### config.mk
export PLATFORM = sky130hd
export DESIGN_NAME = line_unit_setup_control
export DESIGN_NICKNAME = d
export VERILOG_FILES = /design/src/verilog/line_unit_setup_control.v /design/src/verilog/setup_checker.v
export VERILOG_INCLUDE_DIRS = /design/src /design/src/verilog
export SDC_FILE = /design/constraint.sdc
export NUM_CORES = 1
export LEC_CHECK = 0
export BUFFER_PORTS_ARGS = -buffer_cell sky130_fd_sc_hd__buf_2
export CAP_MARGIN = 20
export CORE_AREA = 2 2 147 149
export CTS_CLUSTER_SIZE = 8
export DETAILED_ROUTE_END_ITERATION = 10
export DIE_AREA = 0 0 149 151
export PLACE_DENSITY = 0.72
export SLEW_MARGIN = 20
export SYNTH_ARGS = -nofsm -noshare
export SYNTH_HDL_FRONTEND = slang
export SYNTH_SLANG_ARGS = --single-unit
### constraint.sdc
create_clock -name clock -period 8.8 [get_ports clock]
set_input_delay 1.32 -clock clock [delete_from_list [all_inputs] [get_ports clock]]
set_output_delay 1.32 -clock clock [all_outputs]
set_load 0.02 [all_outputs]
### src/verilog/line_unit_consts.vh
// Constants for the line unit setup and control command handler.
`ifndef LINE_UNIT_CONSTS_VH
`define LINE_UNIT_CONSTS_VH
`define UNIT_COUNT 4
`define UNIT_IDX_W 2
`define MSG_SETUP 16'h7e34
`define MSG_ADJUST 16'h7e35
`define KIND_OFF 8'h01
`define KIND_E1A 8'h03
`define KIND_T1 8'h04
`define KIND_E1 8'h05
`define CODE_HDB3 8'h01
`define CODE_AMI 8'h02
`define CODE_B8ZS 8'h04
`define FRM_DBL 8'h01
`define FRM_CRC4 8'h02
`define FRM_F4 8'h03
`define FRM_D4 8'h04
`define FRM_ESF 8'h07
`define FRM_F72 8'h08
`define FRM_J1 8'h09
`define CHK_OFF 8'h01
`define CHK_CRC4 8'h02
`define CHK_CRC6 8'h04
`define SHAPE_E1 8'h00
`define SHAPE_SH_MAX 8'h06
`define SHAPE_LH0 8'h08
`define SHAPE_LH10 8'h0a
`define SHAPE_LH12 8'h0c
`define SHAPE_BAD1 8'h07
`define SHAPE_BAD2 8'h0b
`define SEL_KEEP 8'h00
`define SEL_OFF 8'h01
`define SEL_ON 8'h02
`define LOOP_LOCAL 8'h04
`define PAT_QRSS 8'h03
`define CLK_NORECOVER_BIT 0
`define ST_OK 8'h00
`define ST_BAD_MSG 8'h01
`define ST_BAD_HW 8'h02
`define ST_BAD_PARAM 8'h03
`define ST_BAD_UNIT 8'h04
`define CFG_W 56
`define RST_KIND 8'h01
`endif

### src/verilog/line_unit_setup_control.v
// Command handler applying setup and adjust requests to the line units.
//
// Notes on behaviour
// - Check hardware support before initialising unit.
// - Success answers with status zero.
// - Every unit starts disabled after reset.
// - Kind 1 off, 3/5 E1, 4 T1.
// - Kind mismatching fitted hardware is rejected.
// - Coding 1 HDB3, 2 AMI, 4 B8ZS.
// - Framing 1 and 2 are E1 only.
// - Framing 3, 4, 7, 8 are T1 only.
// - Framing 9 is J1, needs T1 kind.
// - Checksum 1 off, 2 CRC4, 4 CRC6.
// - Shape 0 E1, 1-6 short haul, 7/11 bad.
// - Shapes 8, 9, 10, 12 are long haul.
// - Setup alarm 1 off, 2 on.
// - Monitor 1 normal, 2 high impedance.
// - Clock bit 0 disables recovery, others zero.
// - Adjust alarm 0 keep, 1 off, 2 on.
// - Loop 0 keep, 1 none, 2-4 loops.
// - Pattern 0 keep, 1 stop, 3 QRSS.
`timescale 1ns/1ps
`default_nettype none
`include "line_unit_consts.vh"
module line_unit_setup_control (
  input wire clock,
  input wire reset,
  input wire clockEnable,
  input wire reqValid,
  input wire [15:0] reqType,
  input wire [`UNIT_IDX_W-1:0] lineUnitIndex,
  input wire [127:0] reqParams,
  input wire [`UNIT_COUNT-1:0] fittedT1,
  output wire reqReady,
  output reg respValid_r,
  output reg [7:0] respStatus_r,
  output reg [`UNIT_COUNT-1:0] unitEnabled_r,
  output reg [`UNIT_COUNT*8-1:0] unitKind_r,
  output reg [`UNIT_COUNT*8-1:0] unitCoding_r,
  output reg [`UNIT_COUNT*8-1:0] unitFraming_r,
  output reg [`UNIT_COUNT*8-1:0] unitChecksum_r,
  output reg [`UNIT_COUNT*8-1:0] unitShape_r,
  output reg [`UNIT_COUNT-1:0] unitBlueAlarm_r,
  output reg [`UNIT_COUNT-1:0] unitHighZ_r,
  output reg [`UNIT_COUNT-1:0] unitNoRecover_r,
  output reg [`UNIT_COUNT*8-1:0] unitLoop_r,
  output reg [`UNIT_COUNT-1:0] unitPattern_r,
  output reg [`UNIT_COUNT-1:0] unitInit_r
);
  // ****************************************
  // Request field extraction
  // ****************************************
  wire [7:0] pKind = reqParams[7:0];
  wire [7:0] pCoding = reqParams[15:8];
  wire [7:0] pFraming = reqParams[23:16];
  wire [7:0] pChecksum = reqParams[31:24];
  wire [7:0] pShape = reqParams[39:32];
  wire [7:0] pAlarm = reqParams[95:88];
  wire [7:0] pMonitor = reqParams[103:96];
  wire [15:0] pClock = reqParams[119:104];
  wire [7:0] aAlarm = reqParams[7:0];
  wire [7:0] aLoop = reqParams[23:16];
  wire [7:0] aPattern = reqParams[39:32];
  wire [7:0] checkStatus;
  wire unitOk = ({1'b0, lineUnitIndex} < `UNIT_COUNT);
  wire selFitted = fittedT1[lineUnitIndex];
  reg [7:0] adjStatus;

  // The handler never stalls; a request is taken every enabled cycle.
  assign reqReady = 1'b1;

  // ****************************************
  // Hardware and parameter check
  // ****************************************
  setup_checker paramCheck (
    .kind(pKind),
    .coding(pCoding),
    .framing(pFraming),
    .checksum(pChecksum),
    .shape(pShape),
    .alarmSel(pAlarm),
    .monitorSel(pMonitor),
    .clockBits(pClock),
    .fittedT1(selFitted),
    .status(checkStatus)
  );

  always @* begin
    adjStatus = `ST_OK;
    if (aAlarm > `SEL_ON) begin
      adjStatus = `ST_BAD_PARAM;
    end
    if (aLoop > `LOOP_LOCAL) begin
      adjStatus = `ST_BAD_PARAM;
    end
    if (aPattern != `SEL_KEEP && aPattern != `SEL_OFF && aPattern != `PAT_QRSS) begin
      adjStatus = `ST_BAD_PARAM;
    end
  end

  // ****************************************
  // Unit state and answers
  // ****************************************
  // Each request is checked fully before any unit state is touched, so a
  // refused request leaves the unit exactly as it was.
  always @(posedge clock or posedge reset) begin
    if (reset) begin
      respValid_r <= 1'b0;
      respStatus_r <= 8'h00;
      unitEnabled_r <= {`UNIT_COUNT{1'b0}};
      unitKind_r <= {`UNIT_COUNT{`RST_KIND}};
      unitCoding_r <= {`UNIT_COUNT*8{1'b0}};
      unitFraming_r <= {`UNIT_COUNT*8{1'b0}};
      unitChecksum_r <= {`UNIT_COUNT*8{1'b0}};
      unitShape_r <= {`UNIT_COUNT*8{1'b0}};
      unitBlueAlarm_r <= {`UNIT_COUNT{1'b0}};
      unitHighZ_r <= {`UNIT_COUNT{1'b0}};
      unitNoRecover_r <= {`UNIT_COUNT{1'b0}};
      unitLoop_r <= {`UNIT_COUNT*8{1'b0}};
      unitPattern_r <= {`UNIT_COUNT{1'b0}};
      unitInit_r <= {`UNIT_COUNT{1'b0}};
    end else if (clockEnable) begin
      respValid_r <= 1'b0;
      unitInit_r <= {`UNIT_COUNT{1'b0}};
      if (reqValid) begin
        respValid_r <= 1'b1;
        if (!unitOk) begin
          respStatus_r <= `ST_BAD_UNIT;
        end else if (reqType == `MSG_SETUP) begin
          respStatus_r <= checkStatus;
          if (checkStatus == `ST_OK) begin
            // Whole configuration replaced at once.
            unitInit_r[lineUnitIndex] <= 1'b1;
            unitEnabled_r[lineUnitIndex] <= (pKind != `KIND_OFF);
            unitKind_r[lineUnitIndex*8 +: 8] <= pKind;
            unitCoding_r[lineUnitIndex*8 +: 8] <= pCoding;
            unitFraming_r[lineUnitIndex*8 +: 8] <= pFraming;
            unitChecksum_r[lineUnitIndex*8 +: 8] <= pChecksum;
            unitShape_r[lineUnitIndex*8 +: 8] <= pShape;
            unitBlueAlarm_r[lineUnitIndex] <= (pAlarm == `SEL_ON);
            unitHighZ_r[lineUnitIndex] <= (pMonitor == `SEL_ON);
            unitNoRecover_r[lineUnitIndex] <= pClock[`CLK_NORECOVER_BIT];
            unitLoop_r[lineUnitIndex*8 +: 8] <= `SEL_OFF;
            unitPattern_r[lineUnitIndex] <= 1'b0;
          end
        end else if (reqType == `MSG_ADJUST) begin
          respStatus_r <= adjStatus;
          if (adjStatus == `ST_OK) begin
            if (aAlarm != `SEL_KEEP) begin
              unitBlueAlarm_r[lineUnitIndex] <= (aAlarm == `SEL_ON);
            end
            if (aLoop != `SEL_KEEP) begin
              unitLoop_r[lineUnitIndex*8 +: 8] <= aLoop;
            end
            if (aPattern != `SEL_KEEP) begin
              unitPattern_r[lineUnitIndex] <= (aPattern == `PAT_QRSS);
            end
          end
        end else begin
          respStatus_r <= `ST_BAD_MSG;
        end
      end
    end
  end
endmodule // line_unit_setup_control
`default_nettype wire

### src/verilog/setup_checker.v
// Validation of one line setup request against the fitted hardware.
`timescale 1ns/1ps
`default_nettype none
`include "line_unit_consts.vh"
module setup_checker (
  input wire [7:0] kind,
  input wire [7:0] coding,
  input wire [7:0] framing,
  input wire [7:0] checksum,
  input wire [7:0] shape,
  input wire [7:0] alarmSel,
  input wire [7:0] monitorSel,
  input wire [15:0] clockBits,
  input wire fittedT1,
  output reg [7:0] status
);
  reg isE1;
  reg isT1;
  reg ok;
  always @* begin
    isE1 = (kind == `KIND_E1) || (kind == `KIND_E1A);
    isT1 = (kind == `KIND_T1);
    ok = 1'b1;
    status = `ST_OK;
    if (!(isE1 || isT1 || kind == `KIND_OFF)) begin
      status = `ST_BAD_PARAM;
    end else if ((isE1 && fittedT1) || (isT1 && !fittedT1)) begin
      status = `ST_BAD_HW;
    end else if (kind != `KIND_OFF) begin
      case (coding)
        `CODE_HDB3: ok = isE1;
        `CODE_AMI: ok = 1'b1;
        `CODE_B8ZS: ok = isT1;
        default: ok = 1'b0;
      endcase
      case (framing)
        `FRM_DBL, `FRM_CRC4: ok = ok && isE1;
        `FRM_F4, `FRM_D4, `FRM_ESF, `FRM_F72: ok = ok && isT1;
        `FRM_J1: ok = ok && isT1;
        default: ok = 1'b0;
      endcase
      case (checksum)
        `CHK_OFF: ok = ok;
        `CHK_CRC4: ok = ok && (framing == `FRM_CRC4);
        `CHK_CRC6: ok = ok && (framing == `FRM_ESF);
        default: ok = 1'b0;
      endcase
      if (shape == `SHAPE_E1) begin
        ok = ok && isE1;
      end else if (shape <= `SHAPE_SH_MAX || (shape >= `SHAPE_LH0 && shape <= `SHAPE_LH12 &&
          shape != `SHAPE_BAD2)) begin
        ok = ok && isT1;
      end else begin
        ok = 1'b0;
      end
      ok = ok && (alarmSel == `SEL_OFF || alarmSel == `SEL_ON);
      ok = ok && (monitorSel == `SEL_OFF || monitorSel == `SEL_ON);
      ok = ok && (clockBits[15:1] == 15'h0000);
      if (!ok) begin
        status = `ST_BAD_PARAM;
      end
    end
  end
endmodule // setup_checker
`default_nettype wire

==> results.yml, run 1 <==
route:
  routedWlPerCell_um: 22.0
  first_pass_iters: 6
  ant_nets: 0
  drc: 0
  drtIter0Drc: 540
  totalWireLength_um: 29200
  viasPerCell: 5.82
  vias: 7717
cts:
  ctsHoldBuffers: 0
  tritoncts: "yes"
  clock-sinks: 219
  cts-buffers-inserted: 31
  postCtsSetupBuffers: 0
  ctsResizeCount: 0
  root_buffer: "clkbuf_16"
  clk_latency_ns: 0.53
  clockBufferDepth: 3
  htreeDepth: 1
  clk_pin_slew_worst_paths_ns: 0.05
timing:
  max_freq_mhz: 220
  final.period_utilization: 0.515
  slew_headroom: 0.348
  fin_crit_ns: 4.54
  slew_violations: 0
  setup_violations: 0
  rsz0062_at_grt: "no"
  worst_hold_slack_ns: 0.482
  worst_slew_pin_slew_ns: 0.974
  tns_ns: 0
  clock_skew_ns: 0
  hold_viol: 0
synthesis:
  ys_warn_count: 0
  synth_top_family_by_area: "compound AO/OA/AOI/OAI gates"
  synth_seq_cells: 219
  yosys.area.top_type_share: 0.592
  yosys.area.top_type: "dfrtp_1"
  seq_area_frac_synth: 0.604
  synth_xor_area_frac: 0.00386
  synthArstFlopShare: 1.00
  netlist_area_um2: 9090
  ys_top_cells_by_area: "dfrtp_1 (59%), a22o_1 (14%), a21boi_0 (1.7%), and2_1 (1.7%), a31oi_1 (1.2%)"
  synth-simple-area-share: 0.0991
  ys.flop_type: "dfrtp_1"
  synthCells: 729
  synthMuxAreaShare: 0.0124
  synth_cell_types: 63
  synth-edff-count: 0
  synth_adder_area_share: 0.00661
  synth-compound-area-share: 0.231
  syn_area_per_cell_um2: 12.5
grt:
  grt_antenna_before_repair: 1
  grt_first_pass_wirelength_um: 44100
  track_usage: 0.254
  grt_overflow: 0
  grt_pass1_vias: 7455
  grt_start_max_net_pins: 97
worst_setup_path:
  worstRegToRegCells: 2
  critical_path_class: "input port to flop"
  critPathMaxFanout: 21
  reg2reg_slack_ns: 8.00
  worstSetupEndpointType: "flop"
  crit_path_frequent_cell: "buf_4"
  startpoint_type: "input port"
  worstPathArrival_ns: 5.00
  slowest_stage: "nor3_4"
  cp_num_buf_inv: 3
  cp.required_ns: 9.27
  path_cells: "buf_2, nor4_2, or3b_4, nor3_4, nor2_2, a2111oi_4, buf_4, o211a_1, buf_4, a22o_1"
  crit_family: "simple AND/OR/NAND/NOR gates"
  crit_path_max_incr_delay_ns: 0.76
  cp.depth: 10
layout:
  filler_cell_count: 1807
  drive_gt1_frac: 0.376
  nNetsFinal: 1194
  area_growth_pct: 28.5
floorplanning:
  start_util: 0.436
  die-height_um: 151
  rows: 53
  die_x_um: 149
  ios: 380
  dieArea_um2: 22500
  coreArea_um2: 20800
flow_run:
  maxCapViolations: 0
worst_hold_path:
  hp-class: "flop to flop"
  holdPathStages: 1
power_and_ir_drop:
  max-vdd-ir-drop_uv: 125
  p_leak_uw: 0.00630
  powerDensity_nw_per_um2: 185
run_status:
  status: "completed"
place:
  gp_congestion: 0.880
  place_hpwl_um: 19900
  io_buffers: 316
==> synthesized netlist by cell type, types with 3 or more instances <==
cell      number
o211ai_2       4
a21oi_1       21
nand3_1       11
nand4_1        4
buf_4          7
a21boi_0      21
mux2_2         8
nand2b_1       6
nor3_1        13
and2_1        24
a31oi_1       18
xor2_1         3
nand4b_1       4
o211a_1        4
inv_1         13
o21ai_0       14
a211oi_1       5
o31ai_1        3
nor3b_1        3
nor4_1        12
o22ai_1        4
clkbuf_1      22
a311oi_1       6
a22o_1       142
dfrtp_1      215
and4b_1        3
ha_1           4
dfstp_2        4
buf_6          7
nand2_1       20
nor2_1        30
buf_2         22
and3_1        11
==> sequential cells by signal, summed over array words and instances, names as in the netlist <==
name	flops
unitInit_r	4
unitKind_r	32
respStatus_r	2
unitEnabled_r	4
unitNoRecover_r	4
unitPattern_r	4
unitFraming_r	32
unitChecksum_r	32
unitCoding_r	32
respValid_r	1
unitShape_r	32
unitHighZ_r	4
unitLoop_r	32
unitBlueAlarm_r	4
==> placed cells by master, fill, tap and decap left out, drive strengths merged, types with 14 or more instances in the layout <==
master / n
o21ai: 14
a21boi: 21
a21oi: 21
a31oi: 18
nor2: 31
a22o: 142
buf: 330
clkbuf: 44
dfrtp: 215
and2: 24
nor3: 14
inv: 14
nand2: 20
==> worst reg2reg max path: stages (launching register included) <==
cell and delay, ns:
dfrtp_1 0.38, a211oi_1 0.19, a31oi_1 0.07
==> final cells by class <==
type,instances,area (um2),area share
Multi-Input combinational cell,441,3260,0.279
Inverter,13,56.3,0.00482
Clock buffer,44,825,0.0706
Clock inverter,2,13.8,0.00118
Antenna cell,3,7.51,0.000643
Sequential cell,219,5490,0.470
Tap cell,275,344,0.0295
Timing Repair Buffer,330,1690,0.144
==> stage by stage <==
| stage | total power (uW) | cell area [um2] | utilization | setup WS [ns] | std cells |
|---|---|---|---|---|---|
| after floorplan | 1080 | 9110 | - | 1.49 | 734 |
| after global placement | 1130 | 10800 | 0.520 | 3.80 | 1278 |
| after detailed placement | 1130 | 10800 | 0.520 | 3.76 | 1278 |
| after CTS | 2180 | 11700 | 0.560 | 4.28 | 1324 |
| after global routing | 2230 | 11700 | 0.561 | 4.05 | 1325 |
| final | 2160 | 11700 | 0.561 | 4.26 | 1327 |
==> cell families (layout without fill, tap and decap cells) <==
| kind of cell | after synthesis | in the layout |
|---|---|---|
| compound gates | 258 | 258 |
| xor+xnor | 4 | 4 |
| fa+ha+maj | 5 | 5 |
| buf+inv | 74 | 389 |
| flops | 219 | 219 |
| mux | 9 | 9 |
| other cells | 2 | 10 |
| simple gates | 158 | 158 |
==> where the power goes <==
group	total [uW]	leakage [uW]	internal, uW	switching, uW
logic	101	0.00285	28.8	72.4
registers	1010	0.00304	1010	0.813
clock network	1040	0.000406	634	411
==> metal layers <==
layer	GRT usage	share of wire	up-vias	wire [um]
li1	-	-	3365	-
met1	0.343	0.41	3865	12100
met2	0.401	0.46	435	13300
met3	0.0702	0.11	52	3110
met4	0.0814	0.024	0	703
met5	0	0	-	0
==> path summary, 6_finish.rpt <==
check	startpoint	endpoint
max reg2reg	unitBlueAlarm_r[1]$_DFFE_PP0P_	unitBlueAlarm_r[1]$_DFFE_PP0P_
min	unitKind_r[11]$_DFFE_PP0P_	unitKind_r[11]$_DFFE_PP0P_
max in group asynchronous	reset	unitKind_r[17]$_DFFE_PP0P_
max	reqParams[7]	unitChecksum_r[20]$_DFFE_PP0P_
min in group asynchronous	reset	unitShape_r[26]$_DFFE_PP0P_
min reg2reg	unitKind_r[11]$_DFFE_PP0P_	unitKind_r[11]$_DFFE_PP0P_
Power figures use the tool's default switching activity.
==> run 2, diff against run 1 <==
- CORE_AREA: 2 2 147 149 -> not set
- CORE_MARGIN: not set -> 1.5
- CORE_UTILIZATION: not set -> 43
- DIE_AREA: 0 0 149 151 -> not set
- PLACE_DENSITY: 0.72 -> 0.74
- clock period: 8.8 -> 3.7 ns (I/O delays scaled with it)
==> results.yml, run 2 (synthesis gave the netlist of run 1 again) <==
layout:
  nNetsFinal: 1204
  layout.cells.most_common: "buf_2"
  area_growth_pct: 30.6
  finalNonFillerCells: 1326
  drive_gt1_frac: 0.383
  most-common-layout-cells: "buf_2 (316), dfrtp_1 (215), a22o_1 (142)"
  diodes: 0
timing:
  hold_viol: 0
  worst_slew_pin_slew_ns: 0.862
  setup_violations: 0
  fin_crit_ns: 3.24
  worst_hold_slack_ns: 0.0507
  slew_headroom: 0.425
  final.period_utilization: 0.876
  rsz0062_at_grt: "no"
  clock_skew_ns: 0
  max_freq_mhz: 309
  tns_ns: 0
  slew_violations: 0
grt:
  track_usage: 0.255
  grt_antenna_before_repair: 0
  grt_start_max_net_pins: 131
  grt_first_pass_wirelength_um: 43900
  grt_pass1_vias: 7619
  grt_overflow: 0
route:
  drtIter0Drc: 616
  viasPerCell: 5.83
  drc: 0
  totalWireLength_um: 28600
  ant_nets: 0
  first_pass_iters: 5
  routedWlPerCell_um: 21.6
  vias: 7734
power_and_ir_drop:
  powerDensity_nw_per_um2: 433
  p_leak_uw: 0.00639
  max-vdd-ir-drop_uv: 322
flow_run:
  maxCapViolations: 0
floorplanning:
  die-height_um: 148
  dieArea_um2: 22000
  die_x_um: 148
  ios: 380
  rows: 52
  coreArea_um2: 20500
  start_util: 0.443
cts:
  root_buffer: "clkbuf_16"
  postCtsSetupBuffers: 0
  clk_latency_ns: 0.54
  htreeDepth: 1
  clockBufferDepth: 3
  tritoncts: "yes"
  clock-sinks: 219
  ctsHoldBuffers: 0
  clk_pin_slew_worst_paths_ns: 0.06
  ctsResizeCount: 0
  cts-buffers-inserted: 31
place:
  gp_congestion: 0.873
  place_hpwl_um: 19600
  placed_cells: 1282
  io_buffers: 316
worst_setup_path:
  startpoint_type: "input port"
  worstPathArrival_ns: 3.65
  path_cells: "buf_2, nor4_1, buf_4, nor3b_1, or4b_1, nor2_1, a21oi_1, nor2_1, a21boi_0"
  cp.required_ns: 4.11
  crit_path_max_incr_delay_ns: 0.61
  crit_path_frequent_cell: "nor2_1"
  crit_family: "simple AND/OR/NAND/NOR gates"
  cp_num_buf_inv: 2
  slowest_stage: "or4b_1"
  critPathMaxFanout: 10
  critical_path_class: "input port to flop"
  worstSetupEndpointType: "flop"
worst_hold_path:
  hp-class: "input port to async pin"
run_status:
  status: "completed"
run 2: changes by cell type in the layout (fill, tap and decap cells not counted), sizes merged:
cell,previous run,this run
inv,14,13
buf,330,340
clkbuf,44,41
clkinv,1,0
diode,3,0
clkinvlp,0,2
run 2: per-stage QoR:
stage	total power (uW)	setup WS, ns	cell area (um2)	utilization
5_1_grt	5310	0.233	11900	0.579
3_5_place_dp	2690	0.0173	11000	0.537
2_1_floorplan	2560	0.294	9110	-
3_3_place_gp	2680	0.0596	11000	0.537
4_1_cts	5180	0.508	11800	0.578
6_report	5140	0.459	11900	0.579
run 2: where the power goes:
part	internal (uW)	total [uW]	leakage, uW	switching [uW]
Combinational	71.3	242	0.00295	171
Clock	1510	2500	0.000404	990
Sequential	2400	2410	0.00304	1.99
run 2: area by class of cell:
cell class | count | area [um2]
tap | 270 | 338
inverter | 13 | 52.6
clock buffer | 41 | 813
fill | 1766 | 8630
timing repair buffer | 340 | 1890
sequential | 219 | 5490
clock inverter | 2 | 27.5
multi-input combinational | 441 | 3260
run 2: final timing paths:
check	start	endpoint	slack, ns	cells past startpoint
max in group asynchronous	reset	unitFraming_r[1]$_DFFE_PP0P_	2.61	3
hold / removal	reset	unitLoop_r[18]$_DFFE_PP0P_	0.05	2
setup reg to reg	unitBlueAlarm_r[1]$_DFFE_PP0P_	unitBlueAlarm_r[1]$_DFFE_PP0P_	2.88	2
hold reg to reg	unitKind_r[6]$_DFFE_PP0P_	unitKind_r[6]$_DFFE_PP0P_	0.48	1
setup / recovery	reqParams[37]	unitLoop_r[5]$_DFFE_PP0P_	0.46	9
min in group clock	reqParams[104]	unitNoRecover_r[1]$_DFFE_PP0P_	0.29	2
run 2: metal layers:
metal | vias to the layer above | track usage | part of all wire
met3 | 60 | 0.0641 | 0.099
met5 | - | 0 | 0
met4 | 0 | 0.0614 | 0.023
met2 | 451 | 0.403 | 0.46
met1 | 3838 | 0.355 | 0.42
li1 | 3385 | - | -
==> run 3, diff against run 2 <==
- CORE_AREA: not set -> 2 2 147 149
- CORE_MARGIN: 1.5 -> not set
- CORE_UTILIZATION: 43 -> not set
- DIE_AREA: not set -> 0 0 149 151
- HOLD_SLACK_MARGIN: not set -> 0.12
- PLACE_DENSITY: 0.74 -> 0.72
- clock period: 3.7 -> 3.9 ns (I/O delays scaled with it)
==> results.yml, run 3 (synthesis gave the netlist of run 1 again) <==
worst_setup_path:
  cp.required_ns: 4.29
  reg2reg_slack_ns: 3.07
  critPathMaxFanout: 10
  startpoint_type: "input port"
  rr_startpoint: "unitBlueAlarm_r[1]$_DFFE_PP0P_"
  r2r-end: "unitBlueAlarm_r[1]$_DFFE_PP0P_"
  worstPathArrival_ns: 3.63
  worstSetupEndpointType: "flop"
  worstRegToRegCells: 2
  critical_path_class: "input port to flop"
grt:
  grt_start_max_net_pins: 74
  grt_overflow: 0
  track_usage: 0.244
  grt_antenna_before_repair: 1
  grt_first_pass_wirelength_um: 42400
  grt_pass1_vias: 7230
floorplanning:
  rows: 53
  die-height_um: 151
  start_util: 0.436
  dieArea_um2: 22500
  ios: 380
  die_x_um: 149
  coreArea_um2: 20800
layout:
  area_growth_pct: 30.9
  finalNonFillerCells: 1338
  nNetsFinal: 1209
  layout.cells.most_common: "buf_2"
  drive_gt1_frac: 0.385
  final_util: 0.571
  most-common-layout-cells: "buf_2 (316), dfrtp_1 (215), a22o_1 (142)"
timing:
  fin_crit_ns: 3.24
  slew_violations: 0
  final.period_utilization: 0.830
  hold_viol: 0
  worst_slew_pin_slew_ns: 0.927
  slew_headroom: 0.380
  setup_violations: 0
  max_freq_mhz: 309
  worst_hold_slack_ns: 0.235
  rsz0062_at_grt: "no"
  tns_ns: 0
  clock_skew_ns: 0
cts:
  ctsHoldBuffers: 0
  tritoncts: "yes"
  ctsResizeCount: 0
  clk_pin_slew_worst_paths_ns: 0.05
  root_buffer: "clkbuf_16"
  cts-buffers-inserted: 31
  clock-sinks: 219
  clk_latency_ns: 0.55
  postCtsSetupBuffers: 0
  htreeDepth: 1
  clockBufferDepth: 3
power_and_ir_drop:
  max-vdd-ir-drop_uv: 318
  p_leak_uw: 0.00642
  powerDensity_nw_per_um2: 415
route:
  ant_nets: 0
  routedWlPerCell_um: 21.1
  first_pass_iters: 5
  vias: 7590
  drtIter0Drc: 535
  viasPerCell: 5.67
  drc: 0
  totalWireLength_um: 28200
place:
  gp_congestion: 0.854
  place_hpwl_um: 19900
  io_buffers: 316
  placed_cells: 1292
worst_hold_path:
  hp-class: "input port to async pin"
run_status:
  status: "completed"
flow_run:
  maxCapViolations: 0
==> run 3: how the worst max path moves through the flow <==
stage                   from                          end  slack, ns  depth (start not counted)
6_report       reqParams[37]    unitLoop_r[7]$_DFFE_PP0P_       0.66                          9
3_3_place_gp   reqParams[37]   unitLoop_r[23]$_DFFE_PP0P_       0.24                          9
4_1_cts        reqParams[37]    unitLoop_r[7]$_DFFE_PP0P_       0.72                          9
3_5_place_dp   reqParams[37]    unitLoop_r[3]$_DFFE_PP0P_       0.15                          9
2_1_floorplan          reset  respStatus_r[0]$_DFFE_PP0P_       0.46                          1
5_1_grt        reqParams[37]   unitLoop_r[29]$_DFFE_PP0P_       0.31                          9
==> run 3: cell type report <==
| cell class | count | area, um2 |
|---|---|---|
| fill | 1749 | 8920 |
| sequential | 219 | 5490 |
| multi-input combinational | 441 | 3260 |
| timing repair buffer | 345 | 1890 |
| clock buffer | 42 | 817 |
| tap | 275 | 344 |
| inverter | 13 | 52.6 |
| clock inverter | 2 | 50.0 |
| antenna | 1 | 2.50 |
==> run 3: report_power, final <==
part	internal, uW	total [uW]	switching (uW)
clock network	1500	2430	931
registers	2280	2280	1.79
logic	71.0	233	162
==> run 3: critical path, stage by stage <==
cell,delay [ns]
buf_2,0.15
nor4_1,0.35
buf_4,0.20
nor3b_1,0.37
or4b_1,0.60
nor2_1,0.47
a21oi_1,0.39
nor2_1,0.34
a21boi_0,0.16
==> run 3: stage by stage <==
step           setup slack (ns)  total power (uW)  cell area (um2)
2_1_floorplan             0.464              2430             9110
3_5_place_dp              0.145              2550            11000
4_1_cts                   0.715              4990            11900
6_report                  0.663              4940            11900
5_1_grt                   0.315              5120            11900
3_3_place_gp              0.240              2550            11000
==> run 3: layer usage <==
metal / track usage / share of wire
met4: 0.0652 / 0.020
met1: 0.345 / 0.43
met3: 0.0491 / 0.088
met2: 0.388 / 0.47
met5: 0 / 0
